### src/verilog/adcts_pkg.sv
`default_nettype none
package adcts_pkg;
  localparam int ADDR_W = 8;
  localparam int DATA_W = 32;
  localparam int RES_W = 12;
  localparam int TRIG_N = 6;
  localparam int MAP_N = 6;
  localparam int IRQ_N = 4;

  // Register byte offsets.
  localparam logic [ADDR_W-1:0] OFF_CTRL = 8'h00;
  localparam logic [ADDR_W-1:0] OFF_MAP = 8'h04;
  localparam logic [ADDR_W-1:0] OFF_PUMP = 8'h08;
  localparam logic [ADDR_W-1:0] OFF_LOW = 8'h0C;
  localparam logic [ADDR_W-1:0] OFF_HIGH = 8'h10;
  localparam logic [ADDR_W-1:0] OFF_RESULT = 8'h14;
  localparam logic [ADDR_W-1:0] OFF_STATUS = 8'h18;
  localparam logic [ADDR_W-1:0] OFF_IRQ_EN = 8'h1C;
  localparam logic [ADDR_W-1:0] OFF_IRQ_CLR = 8'h20;

  // Control and result register fields.
  localparam int CTRL_START_BIT = 0;
  localparam int CTRL_ENABLE_BIT = 1;
  localparam int CTRL_TRIG_LSB = 2;
  localparam int CTRL_DIFF_BIT = 8;
  localparam int CTRL_CHAN_LSB = 16;
  localparam int RESULT_BUSY_BIT = 16;

  // Map register fields, one bit per input 26..31.
  localparam int MAP_CH3_BIT = 0;
  localparam int MAP_CH2_BIT = 1;
  localparam int MAP_CH1_BIT = 2;
  localparam int MAP_CH0_BIT = 3;
  localparam int MAP_TEMP_BIT = 4;
  localparam int MAP_BATT_BIT = 5;

  // Status, enable and clear layout.
  localparam int IRQ_ABOVE_BIT = 0;
  localparam int IRQ_BELOW_BIT = 1;
  localparam int IRQ_INSIDE_BIT = 2;
  localparam int IRQ_DONE_BIT = 3;

  // Reset values.
  localparam logic [2:0] RST_TRIG = 3'h0;
  localparam logic [4:0] RST_CHAN = 5'h00;
  localparam logic [MAP_N-1:0] RST_MAP = 6'h00;
  localparam logic [7:0] RST_PUMP = 8'h00;
  localparam logic [RES_W-1:0] RST_LOW = 12'h000;
  localparam logic [RES_W-1:0] RST_HIGH = 12'hFFF;

  // Trigger source codes.
  localparam logic [2:0] TRIG_SOFTWARE = 3'h0;
  localparam logic [2:0] TRIG_RESERVED = 3'h7;

  // Timing.
  localparam int CLK_PERIOD_NS = 5;
  localparam int SAMPLE_TIME_NS = 20;
  localparam int BIT_TIME_NS = 20;
  localparam int SAMPLE_CYC = (SAMPLE_TIME_NS + CLK_PERIOD_NS - 1) / CLK_PERIOD_NS;
  localparam int BIT_CYC = (BIT_TIME_NS + CLK_PERIOD_NS - 1) / CLK_PERIOD_NS;
  localparam int CNT_W = 4;

  typedef enum logic [1:0] {
    ST_IDLE,
    ST_SAMPLE,
    ST_CONVERT
  } adcts_state_e;
endpackage
`default_nettype wire

### src/verilog/adcts_window.sv
`timescale 1ns/1ps
`default_nettype none
module adcts_window (
  input wire logic clk_i,
  input wire logic rst_n_i,
  input wire logic valid_i,
  input wire logic [adcts_pkg::RES_W-1:0] result_i,
  input wire logic [adcts_pkg::RES_W-1:0] low_i,
  input wire logic [adcts_pkg::RES_W-1:0] high_i,
  output logic above_o,
  output logic below_o,
  output logic inside_o
);
  import adcts_pkg::*;

  logic next_above;
  logic next_below;
  logic next_inside;

  // Each finished result raises exactly one pulse when the limits are ordered.
  always_comb begin
    next_above = valid_i && (result_i > high_i);
    next_below = valid_i && (result_i < low_i);
    next_inside = valid_i && (result_i >= low_i) && (result_i <= high_i);
  end

  always_ff @(posedge clk_i) begin
    if (!rst_n_i) begin
      above_o <= 1'b0;
      below_o <= 1'b0;
      inside_o <= 1'b0;
    end else begin
      above_o <= next_above;
      below_o <= next_below;
      inside_o <= next_inside;
    end
  end
endmodule
`default_nettype wire

### src/verilog/adcts_top.sv
// Decided for this implementation: the register addresses and the APB register port.
`timescale 1ns/1ps
`default_nettype none
module adcts_top (
  input wire logic clk_i,
  input wire logic rst_n_i,
  input wire logic psel_i,
  input wire logic penable_i,
  input wire logic pwrite_i,
  input wire logic [adcts_pkg::ADDR_W-1:0] paddr_i,
  input wire logic [adcts_pkg::DATA_W-1:0] pwdata_i,
  output logic [adcts_pkg::DATA_W-1:0] prdata_o,
  output logic pready_o,
  output logic pslverr_o,
  input wire logic [adcts_pkg::TRIG_N-1:0] timer_cmp_i,
  input wire logic comp_i,
  output logic [adcts_pkg::RES_W-1:0] dac_code_o,
  output logic sample_o,
  output logic ref_en_o,
  output logic diff_mode_o,
  output logic [4:0] chan_sel_o,
  output logic [adcts_pkg::MAP_N-1:0] pin_switch_o,
  output logic batt_route_o,
  output logic temp_route_o,
  output logic pump_off_o,
  output logic irq_o
);
  import adcts_pkg::*;

  ////////////////////////////////////////////////////////////////////////////
  // Input synchronisers and timer edge detection.

  logic comp_meta;
  logic comp_sync;
  logic [TRIG_N-1:0] cmp_q;
  logic [TRIG_N-1:0] cmp_rise;

  always_ff @(posedge clk_i) begin
    if (!rst_n_i) begin
      comp_meta <= 1'b0;
      comp_sync <= 1'b0;
      cmp_q <= '0;
    end else begin
      comp_meta <= comp_i;
      comp_sync <= comp_meta;
      cmp_q <= timer_cmp_i;
    end
  end

  assign cmp_rise = timer_cmp_i & ~cmp_q;

  ////////////////////////////////////////////////////////////////////////////
  // Register file and APB slave.

  logic enable;
  logic diff_mode;
  logic [2:0] trig_sel;
  logic [4:0] chan_sel;
  logic [MAP_N-1:0] map_bits;
  logic [7:0] pump_bits;
  logic [RES_W-1:0] low_lim;
  logic [RES_W-1:0] high_lim;
  logic [IRQ_N-1:0] irq_en;
  logic next_enable;
  logic next_diff_mode;
  logic [2:0] next_trig_sel;
  logic [4:0] next_chan_sel;
  logic [MAP_N-1:0] next_map_bits;
  logic [7:0] next_pump_bits;
  logic [RES_W-1:0] next_low_lim;
  logic [RES_W-1:0] next_high_lim;
  logic [IRQ_N-1:0] next_irq_en;
  logic [DATA_W-1:0] next_prdata;
  logic next_pready;
  logic next_pslverr;
  logic wr_commit;
  logic sw_start;
  logic [IRQ_N-1:0] irq_clr;
  logic [IRQ_N-1:0] irq_stat;
  logic [RES_W-1:0] result;
  logic busy;

  always_comb begin
    next_enable = enable;
    next_diff_mode = diff_mode;
    next_trig_sel = trig_sel;
    next_chan_sel = chan_sel;
    next_map_bits = map_bits;
    next_pump_bits = pump_bits;
    next_low_lim = low_lim;
    next_high_lim = high_lim;
    next_irq_en = irq_en;
    next_prdata = prdata_o;
    next_pready = 1'b0;
    next_pslverr = 1'b0;
    sw_start = 1'b0;
    irq_clr = '0;
    wr_commit = psel_i && penable_i && pready_o && pwrite_i;
    // The answer comes one cycle into the access phase; read data is
    // prepared in that cycle so it is stable when pready is seen.
    if (psel_i && penable_i && !pready_o) begin
      next_pready = 1'b1;
      next_prdata = '0;
      if (paddr_i == OFF_CTRL) begin
        next_prdata[CTRL_START_BIT] = busy;
        next_prdata[CTRL_ENABLE_BIT] = enable;
        next_prdata[CTRL_TRIG_LSB +: 3] = trig_sel;
        next_prdata[CTRL_DIFF_BIT] = diff_mode;
        next_prdata[CTRL_CHAN_LSB +: 5] = chan_sel;
      end else if (paddr_i == OFF_MAP) begin
        next_prdata[MAP_N-1:0] = map_bits;
      end else if (paddr_i == OFF_PUMP) begin
        next_prdata[7:0] = pump_bits;
      end else if (paddr_i == OFF_LOW) begin
        next_prdata[RES_W-1:0] = low_lim;
      end else if (paddr_i == OFF_HIGH) begin
        next_prdata[RES_W-1:0] = high_lim;
      end else if (paddr_i == OFF_RESULT) begin
        next_prdata[RES_W-1:0] = result;
        next_prdata[RESULT_BUSY_BIT] = busy;
      end else if (paddr_i == OFF_STATUS) begin
        next_prdata[IRQ_N-1:0] = irq_stat;
      end else if (paddr_i == OFF_IRQ_EN) begin
        next_prdata[IRQ_N-1:0] = irq_en;
      end else if (paddr_i == OFF_IRQ_CLR) begin
        next_prdata = '0;
      end else begin
        next_pslverr = 1'b1;
      end
    end
    // Writes take effect only at the edge that completes the transfer.
    if (wr_commit) begin
      if (paddr_i == OFF_CTRL) begin
        next_enable = pwdata_i[CTRL_ENABLE_BIT];
        next_trig_sel = pwdata_i[CTRL_TRIG_LSB +: 3];
        next_diff_mode = pwdata_i[CTRL_DIFF_BIT];
        next_chan_sel = pwdata_i[CTRL_CHAN_LSB +: 5];
        sw_start = pwdata_i[CTRL_START_BIT] &&
                   (pwdata_i[CTRL_TRIG_LSB +: 3] == TRIG_SOFTWARE);
      end else if (paddr_i == OFF_MAP) begin
        next_map_bits = pwdata_i[MAP_N-1:0];
      end else if (paddr_i == OFF_PUMP) begin
        next_pump_bits = pwdata_i[7:0];
      end else if (paddr_i == OFF_LOW) begin
        next_low_lim = pwdata_i[RES_W-1:0];
      end else if (paddr_i == OFF_HIGH) begin
        next_high_lim = pwdata_i[RES_W-1:0];
      end else if (paddr_i == OFF_IRQ_EN) begin
        next_irq_en = pwdata_i[IRQ_N-1:0];
      end else if (paddr_i == OFF_IRQ_CLR) begin
        irq_clr = pwdata_i[IRQ_N-1:0];
      end
    end
  end

  always_ff @(posedge clk_i) begin
    if (!rst_n_i) begin
      enable <= 1'b0;
      diff_mode <= 1'b0;
      trig_sel <= RST_TRIG;
      chan_sel <= RST_CHAN;
      map_bits <= RST_MAP;
      pump_bits <= RST_PUMP;
      low_lim <= RST_LOW;
      high_lim <= RST_HIGH;
      irq_en <= '0;
      prdata_o <= '0;
      pready_o <= 1'b0;
      pslverr_o <= 1'b0;
    end else begin
      enable <= next_enable;
      diff_mode <= next_diff_mode;
      trig_sel <= next_trig_sel;
      chan_sel <= next_chan_sel;
      map_bits <= next_map_bits;
      pump_bits <= next_pump_bits;
      low_lim <= next_low_lim;
      high_lim <= next_high_lim;
      irq_en <= next_irq_en;
      prdata_o <= next_prdata;
      pready_o <= next_pready;
      pslverr_o <= next_pslverr;
    end
  end

  ////////////////////////////////////////////////////////////////////////////
  // Trigger selection and successive-approximation sequencer.

  logic trigger;
  adcts_state_e state;
  adcts_state_e next_state;
  logic [CNT_W-1:0] cnt;
  logic [CNT_W-1:0] next_cnt;
  logic [3:0] bit_idx;
  logic [3:0] next_bit_idx;
  logic [RES_W-1:0] trial;
  logic [RES_W-1:0] next_trial;
  logic [RES_W-1:0] next_result;
  logic done;
  logic next_done;

  always_comb begin
    // The field written together with the start bit already picks the source.
    case (next_trig_sel)
      3'h0: trigger = sw_start;
      3'h1: trigger = cmp_rise[0];
      3'h2: trigger = cmp_rise[1];
      3'h3: trigger = cmp_rise[2];
      3'h4: trigger = cmp_rise[3];
      3'h5: trigger = cmp_rise[4];
      3'h6: trigger = cmp_rise[5];
      default: trigger = 1'b0;
    endcase
  end

  always_comb begin
    next_state = state;
    next_cnt = cnt;
    next_bit_idx = bit_idx;
    next_trial = trial;
    next_result = result;
    next_done = 1'b0;
    case (state)
      ST_IDLE: begin
        // Triggers that arrive while a conversion runs are dropped.
        if (enable && trigger) begin
          next_state = ST_SAMPLE;
          next_cnt = '0;
        end
      end
      ST_SAMPLE: begin
        if (cnt == CNT_W'(SAMPLE_CYC - 1)) begin
          next_state = ST_CONVERT;
          next_cnt = '0;
          next_bit_idx = 4'(RES_W - 1);
          next_trial = 12'h800;
        end else begin
          next_cnt = cnt + 1'b1;
        end
      end
      ST_CONVERT: begin
        if (cnt == CNT_W'(BIT_CYC - 1)) begin
          next_cnt = '0;
          if (!comp_sync) begin
            next_trial[bit_idx] = 1'b0;
          end
          if (bit_idx == 4'h0) begin
            next_state = ST_IDLE;
            next_result = {next_trial[RES_W-1:1], comp_sync};
            next_done = 1'b1;
          end else begin
            next_bit_idx = bit_idx - 1'b1;
            next_trial[bit_idx - 1'b1] = 1'b1;
          end
        end else begin
          next_cnt = cnt + 1'b1;
        end
      end
      default: next_state = ST_IDLE;
    endcase
    if (!enable) begin
      next_state = ST_IDLE;
    end
  end

  always_ff @(posedge clk_i) begin
    if (!rst_n_i) begin
      state <= ST_IDLE;
      cnt <= '0;
      bit_idx <= 4'h0;
      trial <= '0;
      result <= '0;
      done <= 1'b0;
    end else begin
      state <= next_state;
      cnt <= next_cnt;
      bit_idx <= next_bit_idx;
      trial <= next_trial;
      result <= next_result;
      done <= next_done;
    end
  end

  assign busy = (state != ST_IDLE);

  ////////////////////////////////////////////////////////////////////////////
  // Window comparator and interrupt status.

  logic win_above;
  logic win_below;
  logic win_inside;
  logic [IRQ_N-1:0] irq_set;
  logic [IRQ_N-1:0] next_irq_stat;
  logic next_irq;

  adcts_window u_window (
    .clk_i(clk_i),
    .rst_n_i(rst_n_i),
    .valid_i(done),
    .result_i(result),
    .low_i(low_lim),
    .high_i(high_lim),
    .above_o(win_above),
    .below_o(win_below),
    .inside_o(win_inside)
  );

  always_comb begin
    irq_set = '0;
    irq_set[IRQ_ABOVE_BIT] = win_above;
    irq_set[IRQ_BELOW_BIT] = win_below;
    irq_set[IRQ_INSIDE_BIT] = win_inside;
    irq_set[IRQ_DONE_BIT] = done;
    // A flag set in the same cycle as its clear stays set.
    next_irq_stat = (irq_stat & ~irq_clr) | irq_set;
    next_irq = |(next_irq_stat & next_irq_en);
  end

  always_ff @(posedge clk_i) begin
    if (!rst_n_i) begin
      irq_stat <= '0;
      irq_o <= 1'b0;
    end else begin
      irq_stat <= next_irq_stat;
      irq_o <= next_irq;
    end
  end

  ////////////////////////////////////////////////////////////////////////////
  // Analog-facing outputs.

  logic next_sample;
  logic next_pump_off;
  logic [MAP_N-1:0] next_pin_switch;

  always_comb begin
    next_sample = (next_state == ST_SAMPLE);
    next_pump_off = pump_bits[0] && (next_state != ST_IDLE);
    next_pin_switch = ~next_map_bits;
  end

  always_ff @(posedge clk_i) begin
    if (!rst_n_i) begin
      dac_code_o <= '0;
      sample_o <= 1'b0;
      ref_en_o <= 1'b0;
      diff_mode_o <= 1'b0;
      chan_sel_o <= RST_CHAN;
      pin_switch_o <= ~RST_MAP;
      batt_route_o <= 1'b0;
      temp_route_o <= 1'b0;
      pump_off_o <= 1'b0;
    end else begin
      dac_code_o <= next_trial;
      sample_o <= next_sample;
      ref_en_o <= next_enable;
      diff_mode_o <= next_diff_mode;
      chan_sel_o <= next_chan_sel;
      pin_switch_o <= next_pin_switch;
      batt_route_o <= next_map_bits[MAP_BATT_BIT];
      temp_route_o <= next_map_bits[MAP_TEMP_BIT];
      pump_off_o <= next_pump_off;
    end
  end
endmodule
`default_nettype wire

### config.mk
export PLATFORM = sky130hd
export DESIGN_NAME = adcts_top
export DESIGN_NICKNAME = d
export VERILOG_FILES = /design/src/verilog/adcts_pkg.sv /design/src/verilog/adcts_window.sv /design/src/verilog/adcts_top.sv
export SDC_FILE = /design/constraint.sdc
export NUM_CORES = 1
export LEC_CHECK = 0
export ABC_AREA = 1
export BUFFER_PORTS_ARGS = -buffer_cell sky130_fd_sc_hd__buf_2
export CORE_MARGIN = 3
export CORE_UTILIZATION = 28
export CTS_CLUSTER_SIZE = 40
export DETAILED_ROUTE_END_ITERATION = 12
export PLACE_DENSITY = 0.47
export SLEW_MARGIN = 20
export SYNTH_ARGS = -nofsm -noshare
export SYNTH_HDL_FRONTEND = slang
export SYNTH_SLANG_ARGS = --single-unit
### constraint.sdc
create_clock -name clk_i -period 4.6 [get_ports clk_i]
set_clock_uncertainty 0.1 [all_clocks]
set_input_delay 0.46 -clock clk_i [delete_from_list [all_inputs] [get_ports clk_i]]
set_output_delay 0.46 -clock clk_i [all_outputs]
set_load 0.005 [all_outputs]
==> results of run 1 <==
==> synth_stat cells (all sizes together) <==
cell type and n:
or2 1, a22oi 1, a221oi 5, and2 1, nand3b 1, nand3 45
clkinv 2, a21oi 72, buf 23, nand4 9, nand2 140, o31ai 9
conb 1, o221ai 7, ha 33, inv 131, o21ai 91, o211ai 10
o2111ai 3, a211oi 6, xnor2 1, clkbuf 22, dfxtp 130, a31oi 6
nor2 88, xor2 1, a221o 2, o22ai 4, nor3 10, nor4 2
==> metrics by stage <==
step,instance area [µm²],worst slack (ns),power [mW]
floorplan,6380,2.67,1.23
global placement,6960,1.76,1.27
detailed placement,6960,1.75,1.27
CTS,7550,2.03,2.63
global route,7550,1.79,2.69
finish,7550,2.06,2.59
==> state kept, by name, indices dropped and copies added, names as in the netlist, 2 cells and up <==
register and cells:
high_lim 12, cmp_q 6, low_lim 12, map_bits 6
pin_switch_o 6, cnt 4, irq_stat 4, chan_sel_o 5
state 2, dac_code_o 12, result 12, prdata_o 17
trig_sel 3, pump_bits 8, bit_idx 4, irq_en 4
==> critical path, cell delays in order (launching register included) <==
cell and delay (ns):
dfxtp_1 0.34, nand2_1 0.07, nor2_2 0.56, nand2_2 0.33, nand2_1 0.17, nand2_1 0.13
nand2_1 0.08, nand3_1 0.08, nand3_2 0.12, nand4_4 0.17, nand2_1 0.12, nand2_2 0.08
nor3_2 0.12
==> logic make-up (layout without fill, tap and decap cells) <==
| group | Yosys count | in the layout | share of synthesized area, % |
|---|---|---|---|
| AOI/OAI and AO/OA | 216 | 216 | 19.5 |
| xor gates and xnor gates | 2 | 2 | 0.277 |
| adders and majority gates | 33 | 33 | 6.52 |
| buffers and inverters | 178 | 256 | 11.7 |
| DFF | 130 | 130 | 41.1 |
| other | 1 | 16 | 0.0592 |
| and+or+nand+nor | 297 | 297 | 20.9 |
==> placed cells by master (no fill, tap or decap), types with 7 or more instances in the layout <==
master     instances
o21ai_0           80
nand3_1           42
o31ai_1            9
o221ai_1           7
clkbuf_16         17
ha_1              33
nor2_2             7
inv_1            124
a21oi_1           71
nor2_1            79
inv_2              7
buf_2             85
nand2_2            8
conb_1            15
nor3_1             9
nand4_1            8
dfxtp_1          130
o211ai_1          10
o21ai_1           10
nand2_1          132
==> worst paths after layout <==
check / cells after the start / start / endpoint
hold / removal: 3 / timer_cmp_i[1] / cmp_q[1]
setup reg to reg: 12 / pready_o / sample_o
setup / recovery: 12 / pready_o / sample_o
hold reg to reg: 2 / comp_meta / comp_sync
==> power groups by stage <==
stage	combinational [mW]	clock [mW]	sequential (mW)
after floorplan	0.0598	0	1.17
after global placement	0.101	0	1.17
after detailed placement	0.101	0	1.17
after CTS	0.101	1.39	1.14
after global routing	0.113	1.43	1.14
final	0.0997	1.35	1.14
==> routing by layer <==
metal | part of all wire (%) | global-route usage (%)
met1 | 46 | 20.5
met2 | 46 | 24.0
met3 | 6.2 | 4.15
met4 | 1.8 | 5.00
met5 | 0 | 0
==> layout make-up <==
cell class,count,share of cell area [%]
clock buffer,20,6.05
sequential,130,34.4
multi-input combinational,563,40.3
timing repair buffer,91,6.23
clock inverter,12,1.74
antenna,1,0.0331
inverter,133,6.61
tap,280,4.64
==> metrics, run 1 <==
status finished clean; total leakage power 3.48 nW; Total Routed Length 18.3 mm; Starting Density 28.7%; Startpoint Class register; Tot GR Track Use 15.3%; Period minus WS final 2.54 ns; Slew headroom 47.6%; non-filler instance count after layout 1,230; Avg Inst Size Synth 7.39 µm²; routed len/inst 14.9 µm; DPL Wire Length 13.3 mm; clock power share 52.1%; # setup viols final 0; minimum hold slack 0.130 ns; Peak VDD IR 257 µV; sequential area share after synthesis 41.1%; multi-input logic area 3040 µm²; Filler cells 2,412; die area 24,500 µm²; Yosys Warn Count 0; setup repair after global routing missed its margin false; nets 1,021; post-synthesis sequential element count 130; DRC Markers 0; antenna-violating nets left 0; DR vias 5,796; grt total ovfl 0; Starting DRT DRC Count 307; net switching power figure 0.598 mW; Seq. cell area 2600 µm²; clk sinks 130; largest net degree at the start of global routing 78; PostCTS Resize Cnt 0; Seq pwr share 44.0%; CTS H-tree depth 4; initial antenna violation count 0; arrival time worst endpoint 2.79 ns; CTS tree built; Slew Limit Fails 0; Layout area overhead 19.3%; detail-routed via count per cell 4.71; crit path capture type register; insertion delay to the later sink of the worst-skew pair 0.42 ns; Hold Vio Cnt, Final 0; Synth Cell Area 6330 µm²; TritonCTS Buffers 17; Worst-path clk slew 0.06 ns; synth top area cells dfxtp_1, nand2_1, inv_1, ha_1, o21ai_0; Inst Count DP 1,197; DR pass1 iterations 5; post-synth top area share 41.1%; Max-cap violations 0; Pwr per Cell Area 343 nW/µm²; CTS Buffer Depth 2; root buffer cell clkbuf_16; layout cell share with drive strength beyond 1 16.3%; Tcrit/Tclk final 55.2%; die width 156 µm; CP Data Required Time 4.84 ns; combinational fraction of design power 3.8%; Max Fanout on Critical Path 12; internal power 2.00 mW; Die Ht 156 µm; CTS Hold Bufs 0; IO Pins 116; vias in the first global route 5,448; WS Path Type register to register; number of port buffers 85; Yosys cell types 45; # rows 54; Sw Share 23.0%; first-pass GRT wire length 29.5 mm; Worst-Margin Slew 0.784 ns; post-synth top area cell dfxtp_1; synthesized netlist cell count 857; Placer Congestion 0.840; fin util 34.3%; Setup TNS 0 ns; fmax 394 MHz; Min-Delay Path Class input pin to register; Post-CTS Setup Inserts 0; placeable core region 22,000 µm²; R2R setup slack 2.06 ns
Note: power is estimated with default switching activity, not from simulation.
==> run 2: changes to the inputs <==
- ABC_AREA: 1 -> 0
- clock period: 4.6 -> 2.7 ns (I/O delays scaled with it)
==> metrics, run 2 <==
minimum hold slack 0.0422 ns; insertion delay to the later sink of the worst-skew pair 0.43 ns; IO Pins 116; detail-routed via count per cell 4.92; Min-Delay Path Class input pin to register; placeable core region 22,200 µm²; critical-path cell list and4_1 -> nand3_2 -> buf_4 -> a2111oi_0 -> o32ai_2 -> o221ai_2 -> a21oi_1 -> o221ai_1; combinational fraction of design power 4.5%; # setup viols final 0; grt total ovfl 0; Slowest-stage cell, CP a2111oi_0; fmax 413 MHz; most common cell in the netlist dfxtp_1; Pwr per Cell Area 561 nW/µm²; post-synthesis sequential element count 130; CTS H-tree depth 4; CTS tree built; Slew headroom 31.1%; TritonCTS Buffers 17; Tcrit/Tclk final 89.7%; WS Path Type register to register; die width 158 µm; Yosys Warn Count 0; Layout area overhead 24.0%; internal power 3.40 mW; Sw Share 24.4%; clock power share 52.2%; EDFF count, synth 0; CP startpoint pready_o; largest net degree at the start of global routing 47; sequential area share after synthesis 40.3%; Post-CTS Setup Inserts 0; synth top area cells dfxtp_1, nand2_1, a21oi_1, ha_1, nor2_1; Startpoint Class register; Worst-Margin Slew 1.03 ns; initial antenna violation count 0; Tot GR Track Use 16.0%; DPL Wire Length 14.3 mm; net switching power figure 1.10 mW; total leakage power 3.36 nW; Synth Cell Area 6460 µm²; Max-cap violations 0; Max Fanout on Critical Path 13; Placer Congestion 0.789; DRC Markers 0; nets 977; DR pass1 iterations 5; post-synth top area share 40.3%; Setup TNS 0 ns; layout cell share with drive strength beyond 1 18.7%; ys async rst share 0%; Final WS setup 0.277 ns; most frequent cells in the layout dfxtp_1, nand2_1, a21oi_1; Avg Inst Size Synth 8.21 µm²; Starting DRT DRC Count 419; PostCTS Resize Cnt 0; Peak VDD IR 343 µV; most common cell after layout, fill and taps aside dfxtp_1; Hold Vio Cnt, Final 0; Die Ht 158 µm; fin util 36.0%; # rows 54; routed len/inst 16.7 µm; Post-Place Setup Slack 0.0328 ns; crit path capture type register; Total Routed Length 19.8 mm; vias in the first global route 5,460; status finished clean; CP Data Required Time 2.94 ns; max reg flops 17; Slew Limit Fails 0; clk sinks 130; Bufs and invs on worst path 1; HP Start pwdata_i[0]; Worst path max stage delay 0.49 ns; main flop type after synthesis dfxtp_1; Yosys cell types 69; root buffer cell clkbuf_16; DR vias 5,836; Starting Density 29.1%; Period minus WS final 2.42 ns; Worst-path clk slew 0.06 ns; arrival time worst endpoint 2.67 ns; post-synth top area cell dfxtp_1; synth cell count leaders dfxtp_1, nand2_1, a21oi_1; antenna-violating nets left 0; Seq pwr share 43.3%; setup repair after global routing missed its margin false; CTS Buffer Depth 2; die area 24,900 µm²; synthesized netlist cell count 787; CP delay by family, top compound AO/OA/AOI/OAI gates; ANT cells 0; overall power 4.49 mW; RR Startpoint pready_o; number of port buffers 85; first-pass GRT wire length 30.6 mm; Biggest register prdata_o
==> run 2: cell types whose count changed in the layout (fill, tap and decap cells not counted), sizes merged, moves of 16 or more <==
cell         previous run  this run
buf                    91       112
a21oi                  72        89
o21ai                  91        28
mux2i                   0        22
nor2                   88        68
dlygate4sd3             0        18
inv                   133        52
nand3                  45        14
nand2                 140       124
==> run 2: final timing paths <==
path	cells past startpoint	endpoint	slack, ns
min reg2reg	1	comp_sync	0.35
max reg2reg	8	cnt[3]	0.28
max	8	cnt[3]	0.28
min	3	low_lim[0]	0.04
==> run 2: power groups by stage <==
stage	clock [mW]	sequential (mW)	combinational, mW
finish	2.34	1.94	0.204
global route	2.49	1.94	0.224
CTS	2.41	1.94	0.206
detailed placement	0	1.99	0.184
global placement	0	1.99	0.185
floorplan	0	1.98	0.102
==> run 2: worst min-delay path: stages <==
cell and delay (ns):
buf_2 0.13, nand2_1 0.06, a21oi_1 0.05
==> run 2: per-layer routing <==
metal	part of all wire [%]	track usage, %	vias to the layer above
met5	0	0	-
met4	1.5	5.50	0
met2	44	24.6	162
li1	-	-	2938
met3	5.9	3.28	21
met1	49	22.3	2715
==> run 2: cell type report <==
type / instances / area (µm²)
clock buffers: 17 / 425
clock inverters: 15 / 170
fillers: 2311 / 14200
inverters: 45 / 169
multi-input cells: 568 / 3460
flip-flops and latches: 130 / 2600
well taps: 280 / 350
repair buffers: 130 / 833
==> run 2: through the flow <==
step	cell area [µm²]	instances
after floorplan	6510	801
after global placement	7230	1135
after detailed placement	7230	1135
after CTS	8010	1185
after global routing	8010	1185
final	8010	1185
==> run 2: repair_timing <==
| item | in CTS | in global routing |
|---|---|---|
| hold buffers | 18 | 0 |
| setup endpoints to repair | 0 | 0 |
| hold endpoints to repair | 25 | 0 |
==> run 2: cell families (layout without fill, tap and decap cells) <==
group	after synthesis	count (layout)	synth area share [%]
AND/OR/NAND/NOR	281	281	20.5
other	1	15	0.0581
multiplexers	29	29	4.63
AO/OA/AOI/OAI	210	210	21.0
flip-flops	130	130	40.3
buffers and inverters	103	207	7.13
adder cells (fa/ha/maj)	33	33	6.39
